## config.mk

```make
export PLATFORM = sky130hd
export DESIGN_NAME = rcw_top
export DESIGN_NICKNAME = d
export VERILOG_FILES = /design/src/core/rcw_pkg.sv /design/src/core/rcw_top.sv
export VERILOG_INCLUDE_DIRS = /design/src /design/src/core
export SDC_FILE = /design/constraint.sdc
export NUM_CORES = 1
export LEC_CHECK = 0
export ABC_AREA = 1
export BUFFER_PORTS_ARGS = -buffer_cell sky130_fd_sc_hd__buf_2
export CORE_ASPECT_RATIO = 0.7
export CORE_MARGIN = 1
export CORE_UTILIZATION = 51
export DETAILED_ROUTE_END_ITERATION = 6
export PLACE_DENSITY = 0.75
export REMOVE_ABC_BUFFERS = 1
export SLEW_MARGIN = 20
export SYNTH_ARGS = -nofsm -noshare
export SYNTH_HDL_FRONTEND = slang
export SYNTH_SLANG_ARGS = --single-unit
```

## constraint.sdc

```tcl
create_clock -name ref_clk -period 1.8 [get_ports ref_clk]
set_input_delay 0.18 -clock ref_clk [delete_from_list [all_inputs] [get_ports ref_clk]]
set_output_delay 0.18 -clock ref_clk [all_outputs]
set_load 0.03 [all_outputs]
```

## src/core/rcw_cfg.svh

```systemverilog
// constants of the reset cause and periodic wakeup block
// How it works
// - Wakeup ticks come from the 1 kHz tick or the 32 kHz tick over 32.
// - The 1 kHz wakeup source keeps counting in run, wait and stop.
// - In stop the 32 kHz source runs only if both enables were set first.
// - Wakeup control has a status flag, write-only ack and 3-bit period.
// - The wakeup interrupt is masked while its local enable is clear.
// - A period field of zero stops the timer and raises no wakeups.
// - A debug forced reset clears every reset cause flag.
// - Any write to the reset cause address restarts the watchdog only.
// - Power-on sets the power-on and low-voltage flags, clears the rest.
// - A low-voltage reset leaves only the low-voltage flag set.
// - Other resets set the flags of the sources active at entry.
// - Bit 6 reports a reset from a low level on the reset pin.
// - Bit 5 reports watchdog timeout; none occurs while disabled.
// - Bit 4 reports illegal opcode, incl. disabled stop or debug entry.
// - Bit 3 reports access to an unimplemented address.
`ifndef RCW_CFG_SVH
`define RCW_CFG_SVH
`define RCW_IDX_CAUSE    3'h0
`define RCW_IDX_WAKE     3'h1
`define RCW_IDX_IRQ_STAT 3'h2
`define RCW_IDX_IRQ_CLR  3'h3
`define RCW_IDX_IRQ_EN   3'h4
`define RCW_BIT_POR      7
`define RCW_BIT_PIN      6
`define RCW_BIT_WDOG     5
`define RCW_BIT_ILLEGAL_OPCODE_FLAG     4
`define RCW_BIT_ILLEGAL_ADDRESS_FLAG     3
`define RCW_BIT_LVD      1
`define RCW_CAUSE_POR    8'h82
`define RCW_CAUSE_LVR    8'h02
`define RCW_CAUSE_MASK   8'hfa
`define RCW_WAKE_FLAG    7
`define RCW_WAKE_ACK     6
`define RCW_WAKE_CLKSEL  5
`define RCW_WAKE_IE      4
`define RCW_WAKE_PER_HI  2
`define RCW_WAKE_PER_LO  0
`define RCW_IRQ_WAKE     0
`define RCW_IRQ_LVD      1
`define RCW_FAST_DIV     5'h1f
`define RCW_WDOG_SHORT   8'h1f
`define RCW_WDOG_LONG    8'hff
`define RCW_RST_HOLD     4'hf
`define RCW_PER1         11'h007
`define RCW_PER2         11'h01f
`define RCW_PER3         11'h03f
`define RCW_PER4         11'h07f
`define RCW_PER5         11'h0ff
`define RCW_PER6         11'h1ff
`define RCW_PER7         11'h3ff
`endif

```

## src/core/rcw_pkg.sv

```systemverilog
// types of the reset cause and periodic wakeup block
package rcw_pkg;
  typedef struct packed {
    logic pin_low;
    logic opcode_unimpl;
    logic stop_instr;
    logic debug_instr;
    logic addr_unimpl;
    logic lowvolt_trip;
    logic debug_forced_reset_cmd;
  } rcw_src_t;
  typedef struct packed {
    logic lowvolt_reset_enable;
    logic lowvolt_detect_enable;
    logic lowvolt_stop_enable;
    logic watchdog_enable;
    logic watchdog_long;
    logic stop_mode_enable;
    logic debug_mode_enable;
  } rcw_cfg_t;
  typedef struct packed {
    logic       clksel;
    logic       irq_en;
    logic [2:0] period;
  } rcw_wake_t;
  typedef enum logic [1:0] {
    RCW_RUN  = 2'b00,
    RCW_HOLD = 2'b01,
    RCW_REL  = 2'b11
  } rcw_state_t;
endpackage

```

## src/core/rcw_top.sv

```systemverilog
// reset cause capture, watchdog and periodic wakeup timer
//
// Implementation choices: the address-and-strobe port and the address map.
`timescale 1ns/10ps
`include "rcw_cfg.svh"
module rcw_top (
  input  wire logic            ref_clk,
  input  wire logic            arst_n,
  input  wire logic [2:0]      reg_addr,
  input  wire logic [7:0]      reg_wdata,
  input  wire logic            reg_wr,
  input  wire logic            reg_rd,
  output logic [7:0]           reg_rdata,
  input  wire rcw_pkg::rcw_src_t src,
  input  wire rcw_pkg::rcw_cfg_t cfg,
  input  wire logic            tick_1k,
  input  wire logic            tick_32k,
  input  wire logic            stop_mode,
  input  wire logic            debug_active,
  output logic                 cpu_reset,
  output logic                 wakeup_req,
  output logic                 irq
);

  logic       rst_s1_r;
  logic       rst_n;
  rcw_pkg::rcw_state_t state_r;
  rcw_pkg::rcw_state_t state_nxt;
  logic [3:0] hold_r;
  logic [7:0] cause_r;
  logic [7:0] cause_nxt;
  logic       entry;
  logic       illegal_opcode_flag_hit;
  logic       lvr_hit;
  logic       wdog_hit;
  logic [7:0] wdog_cnt_r;
  logic [7:0] wdog_lim;
  logic       wdog_kick;
  logic       stop_d_r;
  logic       stop_fast_ok_r;
  logic [4:0] div_r;
  logic       fast_tick;
  logic       src_tick;
  logic       src_run;
  logic [10:0] wake_cnt_r;
  logic [10:0] wake_lim;
  logic       wake_evt;
  logic       wake_flag_r;
  rcw_pkg::rcw_wake_t wake_r;
  logic [1:0] irq_stat_r;
  logic [1:0] irq_en_r;
  logic [1:0] irq_evt;
  logic       lvd_d_r;
  logic       sel_cause;
  logic       sel_wake;
  logic       sel_clr;
  logic       sel_en;
  logic       wake_wr;
  logic       ack_wr;
  logic       any_src;
  logic       irq_wake_on;
  logic       irq_lvd_on;
  logic [7:0] wake_rd;

  // reset release through two flops; assertion stays asynchronous
  always_ff @(posedge ref_clk or negedge arst_n) begin
    if (!arst_n) begin
      rst_s1_r <= 1'b0;
      rst_n    <= 1'b0;
    end else begin
      rst_s1_r <= 1'b1;
      rst_n    <= rst_s1_r;
    end
  end

  assign sel_cause = reg_addr == `RCW_IDX_CAUSE;
  assign sel_wake  = reg_addr == `RCW_IDX_WAKE;
  assign sel_clr   = reg_addr == `RCW_IDX_IRQ_CLR;
  assign sel_en    = reg_addr == `RCW_IDX_IRQ_EN;

  // decoded strobes shared by the register processes
  assign wake_wr   = reg_wr & sel_wake;
  assign ack_wr    = wake_wr & reg_wdata[`RCW_WAKE_ACK];

  // illegal opcode sources, stop and debug entry qualified by their enables
  assign illegal_opcode_flag_hit = src.opcode_unimpl
                  | (src.stop_instr & ~cfg.stop_mode_enable)
                  | (src.debug_instr & ~cfg.debug_mode_enable);

  // a low-voltage trip resets only while its reset enable is set
  assign lvr_hit = cfg.lowvolt_reset_enable & src.lowvolt_trip;

  // causes seen while a hold runs are dropped: the cpu is already held
  assign any_src = src.pin_low | wdog_hit | illegal_opcode_flag_hit
                 | src.addr_unimpl | lvr_hit
                 | src.debug_forced_reset_cmd;

  assign entry = (state_r == rcw_pkg::RCW_RUN) & any_src;

  // cause value loaded at reset entry
  always_comb begin
    cause_nxt = 8'h00;
    if (src.debug_forced_reset_cmd) begin
      cause_nxt = 8'h00;
    end else if (lvr_hit) begin
      cause_nxt = `RCW_CAUSE_LVR;
    end else begin
      cause_nxt[`RCW_BIT_PIN]  = src.pin_low;
      cause_nxt[`RCW_BIT_WDOG] = wdog_hit;
      cause_nxt[`RCW_BIT_ILLEGAL_OPCODE_FLAG] = illegal_opcode_flag_hit;
      cause_nxt[`RCW_BIT_ILLEGAL_ADDRESS_FLAG] = src.addr_unimpl;
    end
  end

  // cause flags survive the cpu reset; only power-on and reset entry load them
  always_ff @(posedge ref_clk or negedge rst_n) begin
    if (!rst_n) begin
      cause_r <= `RCW_CAUSE_POR;
    end else if (entry) begin
      cause_r <= cause_nxt & `RCW_CAUSE_MASK;
    end
  end

  // reset sequencer: hold the cpu in reset for a fixed count
  always_comb begin
    state_nxt = state_r;
    unique case (state_r)
      rcw_pkg::RCW_RUN: begin
        if (entry) begin
          state_nxt = rcw_pkg::RCW_HOLD;
        end
      end
      rcw_pkg::RCW_HOLD: begin
        if (hold_r == `RCW_RST_HOLD) begin
          state_nxt = rcw_pkg::RCW_REL;
        end
      end
      rcw_pkg::RCW_REL: begin
        state_nxt = rcw_pkg::RCW_RUN;
      end
      default: begin
        state_nxt = rcw_pkg::RCW_RUN;
      end
    endcase
  end

  always_ff @(posedge ref_clk or negedge rst_n) begin
    if (!rst_n) begin
      state_r <= rcw_pkg::RCW_RUN;
    end else begin
      state_r <= state_nxt;
    end
  end

  // hold counter restarts every time the hold state is left
  always_ff @(posedge ref_clk or negedge rst_n) begin
    if (!rst_n) begin
      hold_r <= 4'h0;
    end else if (state_r == rcw_pkg::RCW_HOLD) begin
      hold_r <= hold_r + 4'h1;
    end else begin
      hold_r <= 4'h0;
    end
  end

  // taken from the next state so the cpu is held from the entry edge on
  always_ff @(posedge ref_clk or negedge rst_n) begin
    if (!rst_n) begin
      cpu_reset <= 1'b1;
    end else begin
      cpu_reset <= state_nxt != rcw_pkg::RCW_RUN;
    end
  end

  // watchdog on the 1 kHz tick
  assign wdog_lim  = cfg.watchdog_long ? `RCW_WDOG_LONG
                                       : `RCW_WDOG_SHORT;
  assign wdog_kick = reg_wr & sel_cause;
  assign wdog_hit  = cfg.watchdog_enable & tick_1k
                   & ~debug_active
                   & (wdog_cnt_r == wdog_lim);

  // restarted by the kick, held clear for all of stop and while the cpu is held
  always_ff @(posedge ref_clk or negedge rst_n) begin
    if (!rst_n) begin
      wdog_cnt_r <= 8'h00;
    end else if (wdog_kick | cpu_reset | stop_mode
                 | ~cfg.watchdog_enable) begin
      wdog_cnt_r <= 8'h00;
    end else if (tick_1k & ~debug_active) begin
      wdog_cnt_r <= wdog_cnt_r + 8'h01;
    end
  end

  // stop entry snapshot of the low-voltage enables
  always_ff @(posedge ref_clk or negedge rst_n) begin
    if (!rst_n) begin
      stop_d_r <= 1'b0;
    end else begin
      stop_d_r <= stop_mode;
    end
  end

  // enables count only at stop entry; later changes wait for the next stop
  always_ff @(posedge ref_clk or negedge rst_n) begin
    if (!rst_n) begin
      stop_fast_ok_r <= 1'b0;
    end else if (stop_mode & ~stop_d_r) begin
      stop_fast_ok_r <= cfg.lowvolt_detect_enable
                      & cfg.lowvolt_stop_enable;
    end
  end

  // the slow tick always runs; in stop the fast one only as the snapshot allows
  assign src_run = ~stop_mode | ~wake_r.clksel
                 | stop_fast_ok_r;

  // divide the 32 kHz tick by 32 into a trimmed 1 kHz tick
  always_ff @(posedge ref_clk or negedge rst_n) begin
    if (!rst_n) begin
      div_r <= 5'h00;
    end else if (tick_32k & src_run) begin
      div_r <= div_r + 5'h01;
    end
  end

  // one trimmed tick per 32 fast ticks, only while the source may run
  assign fast_tick = tick_32k & src_run
                   & (div_r == `RCW_FAST_DIV);
  assign src_tick  = wake_r.clksel ? fast_tick : tick_1k;

  // wakeup period table, in source ticks minus one
  always_comb begin
    wake_lim = 11'h000;
    unique case (wake_r.period)
      3'h1: wake_lim = `RCW_PER1;
      3'h2: wake_lim = `RCW_PER2;
      3'h3: wake_lim = `RCW_PER3;
      3'h4: wake_lim = `RCW_PER4;
      3'h5: wake_lim = `RCW_PER5;
      3'h6: wake_lim = `RCW_PER6;
      3'h7: wake_lim = `RCW_PER7;
      3'h0: wake_lim = 11'h000;
    endcase
  end

  // a zero period holds the timer idle, so no event can fire
  assign wake_evt = (wake_r.period != 3'h0) & src_tick
                  & (wake_cnt_r == wake_lim);

  // restart on each event so back to back periods stay exact
  always_ff @(posedge ref_clk or negedge rst_n) begin
    if (!rst_n) begin
      wake_cnt_r <= 11'h000;
    end else if (wake_r.period == 3'h0 | wake_evt) begin
      wake_cnt_r <= 11'h000;
    end else if (src_tick) begin
      wake_cnt_r <= wake_cnt_r + 11'h001;
    end
  end

  // wakeup control fields, cleared by any cpu reset
  always_ff @(posedge ref_clk or negedge rst_n) begin
    if (!rst_n) begin
      wake_r <= '0;
    end else if (cpu_reset) begin
      wake_r <= '0;
    end else if (wake_wr) begin
      wake_r.clksel <= reg_wdata[`RCW_WAKE_CLKSEL];
      wake_r.irq_en <= reg_wdata[`RCW_WAKE_IE];
      wake_r.period <= reg_wdata[`RCW_WAKE_PER_HI:
                                 `RCW_WAKE_PER_LO];
    end
  end

  // event flag: a new period wins over an ack in the same cycle
  always_ff @(posedge ref_clk or negedge rst_n) begin
    if (!rst_n) begin
      wake_flag_r <= 1'b0;
    end else if (wake_evt) begin
      wake_flag_r <= 1'b1;
    end else if (cpu_reset) begin
      wake_flag_r <= 1'b0;
    end else if (ack_wr) begin
      wake_flag_r <= 1'b0;
    end
  end

  // request follows the flag but only while the local enable is set
  always_ff @(posedge ref_clk or negedge rst_n) begin
    if (!rst_n) begin
      wakeup_req <= 1'b0;
    end else begin
      wakeup_req <= wake_flag_r & wake_r.irq_en;
    end
  end

  // low-voltage warning edge, only when it does not reset
  always_ff @(posedge ref_clk or negedge rst_n) begin
    if (!rst_n) begin
      lvd_d_r <= 1'b0;
    end else begin
      lvd_d_r <= src.lowvolt_trip;
    end
  end

  assign irq_evt[`RCW_IRQ_WAKE] = wake_evt;
  assign irq_evt[`RCW_IRQ_LVD]  = src.lowvolt_trip & ~lvd_d_r
                                & cfg.lowvolt_detect_enable
                                & ~cfg.lowvolt_reset_enable;

  // sticky status per event; set beats a clear in the same cycle
  genvar gi;
  generate
    for (gi = 0; gi < 2; gi = gi + 1) begin : g_irq
      always_ff @(posedge ref_clk or negedge rst_n) begin
        if (!rst_n) begin
          irq_stat_r[gi] <= 1'b0;
        end else if (irq_evt[gi]) begin
          irq_stat_r[gi] <= 1'b1;
        end else if (reg_wr & sel_clr
                     & reg_wdata[gi]) begin
          irq_stat_r[gi] <= 1'b0;
        end
      end
    end
  endgenerate

  // enables survive a cpu reset; only power-on clears them
  always_ff @(posedge ref_clk or negedge rst_n) begin
    if (!rst_n) begin
      irq_en_r <= 2'h0;
    end else if (reg_wr & sel_en) begin
      irq_en_r <= reg_wdata[1:0];
    end
  end

  // wakeup line also needs its local enable
  assign irq_wake_on = irq_stat_r[`RCW_IRQ_WAKE]
                     & irq_en_r[`RCW_IRQ_WAKE]
                     & wake_r.irq_en;
  assign irq_lvd_on  = irq_stat_r[`RCW_IRQ_LVD]
                     & irq_en_r[`RCW_IRQ_LVD];

  // registered so the pin never glitches while the status settles
  always_ff @(posedge ref_clk or negedge rst_n) begin
    if (!rst_n) begin
      irq <= 1'b0;
    end else begin
      irq <= irq_wake_on | irq_lvd_on;
    end
  end

  // wakeup control as read back; the ack bit always reads zero
  assign wake_rd = {wake_flag_r, 1'b0,
                    wake_r.clksel, wake_r.irq_en,
                    1'b0, wake_r.period};

  // read data one cycle after the strobe, zero otherwise
  always_ff @(posedge ref_clk or negedge rst_n) begin
    if (!rst_n) begin
      reg_rdata <= 8'h00;
    end else if (reg_rd) begin
      unique case (reg_addr)
        `RCW_IDX_CAUSE:    reg_rdata <= cause_r;
        `RCW_IDX_WAKE:     reg_rdata <= wake_rd;
        `RCW_IDX_IRQ_STAT: reg_rdata <= {6'h00, irq_stat_r};
        `RCW_IDX_IRQ_EN:   reg_rdata <= {6'h00, irq_en_r};
        default:           reg_rdata <= 8'h00;
      endcase
    end else begin
      reg_rdata <= 8'h00;
    end
  end

endmodule

```

# Word-level counts from Yosys, hierarchy flattened
# Memories as Yosys holds them, arrays and structs flattened.
# Index checks and enable logic that the tools add are counted.
op_classes:
  addsub: 4
  n_eq_ne: 9
  mux: 24
  n_bitwise: 51
  reduce_logical: 11
ops:
  columns: ["op", "n"]
  rows:
  - ["$mux W8", 4]
  - ["$pmux W8 S4", 1]
  - ["$and A1 B1 Y1", 28]
  - ["$mux W11", 2]
  - ["$or A1 B1 Y1", 14]
  - ["$reduce_bool A2 Y1", 6]
  - ["$add A11 B1 Y11 const B", 1]
  - ["$eq A11 B11 Y1", 1]
  - ["$mux W5", 2]
  - ["$not A1 Y1", 9]
  - ["$add A8 B1 Y8 const B", 1]
  - ["$eq A8 B8 Y1", 1]
  - ["$mux W1", 8]
  - ["$mux W4", 2]
  - ["$mux W7", 1]
  - ["$eq A3 B2 Y1 const B", 2]
  - ["$logic_not A3 Y1", 2]
  - ["$mux W2", 3]
  - ["$reduce_bool A3 Y1", 2]
  - ["$add A5 B1 Y5 const B", 1]
  - ["$eq A5 B5 Y1 const B", 1]
  - ["$add A4 B1 Y4 const B", 1]
  - ["$eq A4 B4 Y1 const B", 1]
  - ["$pmux W2 S2", 1]
  - ["4 further kinds", 4]
word_totals:
  regBits: 62
  rom_bits: 80
  input_bits: 33
  out_inout_bits: 11
  wordCells: 122
  memories: 1
memory_table:
  columns: ["memory", "depth", "width", "rd", "rd_ports_with_merged_regs", "write_ports", "line", "source"]
  rows:
  - ["(no name shown)", 8, 10, 1, 0, 0, "rcw_top.sv:235", "unique case (wake_r.period)"]

# Depth between registers and ports, before layout
logic_depth:
  ltp_word: 12
  ltp_mapped: 12
  mapped_depth_nobuf: 11

# Worst setup path after synthesis
# Ideal clock, no wire load.
synth_path:
  kind: "register to register"
  from: "reg div_r[0]"
  to: "reg wake_cnt_r[8]"
  setup_ns: 0.118
  arrival_ns: 1.580
  required_time_ns: 1.682
  slack_ns: 0.102
  stages_incl_launch_ff: 11
  n_path_buf: 0
  cell_sequence: "dfrtp_1 > ha_1 > inv_1 > nor2_1 > ha_1 > nand2_1 > nand3b_1 > a21oi_1 > nand3_2 > nand2_4 > nor2_1"
synth_between:
  elab_chain_len: 7
  elab_cells_between_ends: 8
synth_rtl:
  columns: ["item", "line", "source"]
  rows:
  - ["start: declaration", "rcw_top.sv:41", "logic [4:0] div_r;"]
  - ["start signal: assignment", "rcw_top.sv:223", "div_r <= div_r + 5'h01;"]
  - ["$eq A5 B5 Y1 (no line) *", null, null]
  - ["$and A1 B1 Y1 *", "rcw_top.sv:228", "assign fast_tick = tick_32k & src_run"]
  - ["$mux W1 *", "rcw_top.sv:230", "assign src_tick = wake_r.clksel ? fast_tick : tick_1k;"]
  - ["$and A1 B1 Y1", "rcw_top.sv:248", "assign wake_evt = (wake_r.period != 3'h0) & src_tick"]
  - ["$and A1 B1 Y1", "rcw_top.sv:249", "& (wake_cnt_r == wake_lim);"]
  - ["$or A1 B1 Y1", "rcw_top.sv:255", "end else if (wake_r.period == 3'h0 | wake_evt) begin"]
  - ["$mux W11 or $reduce_bool A2 Y1 (tied branches)", null, null]
  - ["end signal: assignment", "rcw_top.sv:258", "wake_cnt_r <= wake_cnt_r + 11'h001;"]
  - ["end: declaration", "rcw_top.sv:45", "logic [10:0] wake_cnt_r;"]
# Mark *: on every way between the ends. The rest lies on a longest branch, timed or not.
# A chain may end at the register's enable or synchronous reset.

# Worst setup path after layout
layout_path:
  from: "reg div_r[1]"
  to: "reg wake_cnt_r[3]"
# The elaborated chain is that of the path after synthesis.

==> results.json <==
{
  "synth_top_cells_by_area": "sky130_fd_sc_hd__dfrtp_1 49%, sky130_fd_sc_hd__nand2_1 12%, sky130_fd_sc_hd__inv_1 5.6%, sky130_fd_sc_hd__nor2_1 5.3%, sky130_fd_sc_hd__nand3_1 4.5%",
  "setup_violations": 2,
  "combPwrFrac_pct": 18.2,
  "cts-htree-levels": 3,
  "grt_pass1_wl_um": 11130,
  "report.final.slew_viol_count": 0,
  "fp_rows": 22,
  "cpPeakStageDelay_ps": 350,
  "grt_usage_pct": 24.14,
  "grt.met1_usage_pct": 32.98,
  "drc_errors": 0,
  "critical_path_source_type": "flip-flop",
  "internal_power_mw": 2.537,
  "postSynthCellCount": 358,
  "antenna_found_initial": 0,
  "power.density_nw_per_um2": 986.8,
  "tritoncts.num_buffers": 9,
  "drv.max_cap_violation_count": 0,
  "finalNetCount": 459,
  "portBuffers": 41,
  "clock_root_buffer": "sky130_fd_sc_hd__clkbuf_8",
  "met3_usage_pct": 6.667,
  "crit_slowest_cell": "sky130_fd_sc_hd__dfrtp_1",
  "io-pin-count": 44,
  "setup_crit_path_kind": "flip-flop to flip-flop",
  "clkLatencyLatePin_ps": 340,
  "crit_path_end_kind": "flip-flop",
  "postSynthRegisterBits": 62,
  "crit_fanout": 4,
  "floorplan.initialDensity_pct": 54.87,
  "insertedDiodeCount": 0,
  "setup_ws_ps": -13.95,
  "first_global_vias": 2409,
  "final_cell_area_um2": 3618,
  "coreArea_um2": 5450,
  "clkSinkCount": 62,
  "placed_cells_incl_taps": 476,
  "timing.critical_path.cells": "ha_1 > inv_1 > nor2_2 > ha_2 > nand2_1 > nand3b_1 > a21oi_2 > buf_4 > xor2_1 > nor2_1",
  "average_instance_area_after_synthesis_um2": 8.353,
  "largest_net_degree_at_the_start_of_global_routing": 61,
  "hold_path_class": "primary input to flip-flop",
  "area_share_of_the_largest_cell_type_after_synthesis_pct": 49.37,
  "p_switching_mw": 1.034,
  "grt_overflow_total": 0,
  "cts_max_path_buffers": 2,
  "finalHoldViolCount": 0,
  "wire_per_inst_um": 13.03,
  "report.power.total_mw": 3.571,
  "chipHeight_um": 66.07,
  "synth-warning-count": 0,
  "timing.critical_path.buf_inv": 2,
  "final.fill_count": 463,
  "cellLeakagePower_nw": 1.788,
  "fraction_of_power_spent_switching_nets_pct": 28.95,
  "placed_cell_area_um2": 3339,
  "die-area_um2": 6178,
  "clock_tree_from_tritoncts": "done",
  "clk_pin_slew_ps": 70,
  "met2_usage_pct": 37.32,
  "clock_power_share_pct": 33.2,
  "fin_util_pct": 66.39,
  "worst_hold_slack_ps": 35.13,
  "seq_power_share_pct": 48.5,
  "globalRoute.busiestLayer": "met2",
  "number_of_vias_in_the_routed_layout": 2546,
  "fin_crit_ps": 1814,
  "gpl.final_weighted_congestion": 0.8229,
  "critPathTopFamily": "simple AND/OR/NAND/NOR gates",
  "violated_checks": "negative setup slack",
  "crit_arrival_ps": 2040,
  "result_of_the_run": "finished, violations left",
  "drt_iter0_markers": 163,
  "clock_skew_ps": 7.210,
  "rsz0062_at_grt": "yes",
  "peakVddDrop_mv": 0.8355,
  "syn-cell-area_um2": 2990,
  "dp.final_hpwl_um": 4761,
  "area_growth_pct": 21.00,
  "synth_top_area_cell": "sky130_fd_sc_hd__dfrtp_1",
  "antenna_violating_nets_post_route": 0,
  "synth_sequential_area_ratio_pct": 52.01,
  "routed_wirelength_um": 6488,
  "layout-drive-gt1-share_pct": 21.13,
  "fp.dieW_um": 93.52,
  "period_share_pct": 100.8,
  "detail_route.first_pass.iterations": 4,
  "maxClockFrequency_mhz": 551.3,
  "layout.cells.non_filler": 498,
  "synth.lib_cells_used.distinct": 34,
  "required_ps": 2020,
  "routed_via_density": 5.112
}
==> kinds of logic after synthesis <==
kind of cell	synth area share (%)
simple gates	29.75
xor+xnor	3.222
buf+inv	6.192
mux	0.7531
flops	52.01
other cells	0.1254
fa+ha+maj	2.092
compound gates	5.858
==> final timing paths <==
check / from / end / slack, ps / depth (start not counted)
min in group asynchronous: arst_n / rst_n / 140 / 2
worst min register to register: rst_n / irq_en_r[0] / 250 / 1
worst min-delay path: stop_mode / stop_d_r / 40 / 1
worst max register to register: div_r[1] / wake_cnt_r[3] / -10 / 10
max in group asynchronous: rst_n / cpu_reset / 1190 / 1
worst max-delay path: div_r[1] / wake_cnt_r[3] / -10 / 10
==> registers in the layout, indices dropped and copies added, names as in the netlist, 4 cells and up <==
signal	cells
hold_r	4
reg_rdata	8
wake_cnt_r	11
wdog_cnt_r	8
div_r	5
wake_r	5
cause_r	6
==> cell usage in the layout (no fill, tap or decap), types with 5 or more instances in the layout <==
cell type | netlist | routed
sky130_fd_sc_hd__nand2_1 | 96 | 95
sky130_fd_sc_hd__dfrtp_1 | 59 | 58
sky130_fd_sc_hd__inv_1 | 45 | 45
sky130_fd_sc_hd__buf_2 | 1 | 41
sky130_fd_sc_hd__nor2_1 | 42 | 40
sky130_fd_sc_hd__nand3_1 | 27 | 27
sky130_fd_sc_hd__o21ai_0 | 13 | 13
sky130_fd_sc_hd__xor2_1 | 10 | 10
sky130_fd_sc_hd__clkbuf_8 | 0 | 10
sky130_fd_sc_hd__a21oi_1 | 10 | 8
sky130_fd_sc_hd__buf_4 | 1 | 8
sky130_fd_sc_hd__nand4_1 | 7 | 7
sky130_fd_sc_hd__nor3_1 | 6 | 6
sky130_fd_sc_hd__nand3b_1 | 5 | 5
sky130_fd_sc_hd__nor4_1 | 5 | 5
==> layout make-up <==
type                    count  area (um2)  area share, %
clock buffers              11       141.4          3.907
flip-flops and latches     62        1556          43.02
clock inverters             5       50.05          1.383
well taps                  72       90.09          2.490
repair buffers             53       316.6          8.748
multi-input cells         249        1291          35.68
inverters                  46       172.7          4.772
==> synth_stat cells <==
| library cell | count |
|---|---|
| sky130_fd_sc_hd__a21boi_0 | 1 |
| sky130_fd_sc_hd__a21oi_1 | 10 |
| sky130_fd_sc_hd__a31o_2 | 1 |
| sky130_fd_sc_hd__a32o_1 | 1 |
| sky130_fd_sc_hd__a41oi_1 | 1 |
| sky130_fd_sc_hd__buf_2 | 1 |
| sky130_fd_sc_hd__buf_4 | 1 |
| sky130_fd_sc_hd__conb_1 | 1 |
| sky130_fd_sc_hd__dfrtp_1 | 59 |
| sky130_fd_sc_hd__dfstp_2 | 3 |
| sky130_fd_sc_hd__ha_1 | 5 |
| sky130_fd_sc_hd__inv_1 | 45 |
| sky130_fd_sc_hd__inv_2 | 1 |
| sky130_fd_sc_hd__mux2_2 | 2 |
| sky130_fd_sc_hd__nand2_1 | 96 |
| sky130_fd_sc_hd__nand2_2 | 1 |
| sky130_fd_sc_hd__nand2_4 | 3 |
| sky130_fd_sc_hd__nand3_1 | 27 |
| sky130_fd_sc_hd__nand3_2 | 1 |
| sky130_fd_sc_hd__nand3b_1 | 5 |
| sky130_fd_sc_hd__nand4_1 | 7 |
| sky130_fd_sc_hd__nor2_1 | 42 |
| sky130_fd_sc_hd__nor2_2 | 2 |
| sky130_fd_sc_hd__nor2_4 | 1 |
| sky130_fd_sc_hd__nor3_1 | 6 |
| sky130_fd_sc_hd__nor3b_1 | 1 |
| sky130_fd_sc_hd__nor3b_2 | 1 |
| sky130_fd_sc_hd__nor4_1 | 5 |
| sky130_fd_sc_hd__o211ai_1 | 1 |
| sky130_fd_sc_hd__o21ai_0 | 13 |
| sky130_fd_sc_hd__o21ai_1 | 1 |
| sky130_fd_sc_hd__o22ai_1 | 2 |
| sky130_fd_sc_hd__xnor2_1 | 1 |
| sky130_fd_sc_hd__xor2_1 | 10 |
==> what timing repair did <==
| action | 4_1_cts | 5_1_grt |
|---|---|---|
| endpoints found under the setup margin | 9 | 19 |
| pin swaps | 3 | 2 |
| endpoints found under the hold margin | 3 | 0 |
| setup buffers | 2 | 1 |
| hold buffers | 2 | 0 |
| resized for setup | 5 | 5 |
| cloned | 1 | 0 |
==> worst register-to-register path, cell delays in order (launching register included) <==
cell	delay, ps
sky130_fd_sc_hd__dfrtp_1	350
sky130_fd_sc_hd__ha_1	140
sky130_fd_sc_hd__inv_1	50
sky130_fd_sc_hd__nor2_2	70
sky130_fd_sc_hd__ha_2	150
sky130_fd_sc_hd__nand2_1	40
sky130_fd_sc_hd__nand3b_1	270
sky130_fd_sc_hd__a21oi_2	270
sky130_fd_sc_hd__buf_4	150
sky130_fd_sc_hd__xor2_1	140
sky130_fd_sc_hd__nor2_1	60
==> metal layers <==
| layer | vias up | share of wire, % |
|---|---|---|
| li1 | 1275 | - |
| met1 | 1191 | 50 |
| met2 | 68 | 43 |
| met3 | 12 | 4.9 |
| met4 | 0 | 1.6 |
| met5 | - | 0 |
==> power by group through the flow <==
stage	Combinational (mW)	Sequential [mW]	Clock (mW)
final	0.651	1.73	1.19
after global routing	0.747	1.76	1.27
after CTS	0.652	1.73	1.20
after detailed placement	0.626	1.76	0
after global placement	0.590	1.75	0
after floorplan	0.381	1.78	0
==> metrics by stage <==
step                setup slack [ps]  TNS [ps]
global route                  -150.3     -1495
CTS                            10.47         0
floorplan                     -48.87     -2785
detailed placement            -13.07    -29.66
finish                        -13.95    -14.43
global placement               29.81         0
Note: power is estimated with default switching activity, not from simulation.
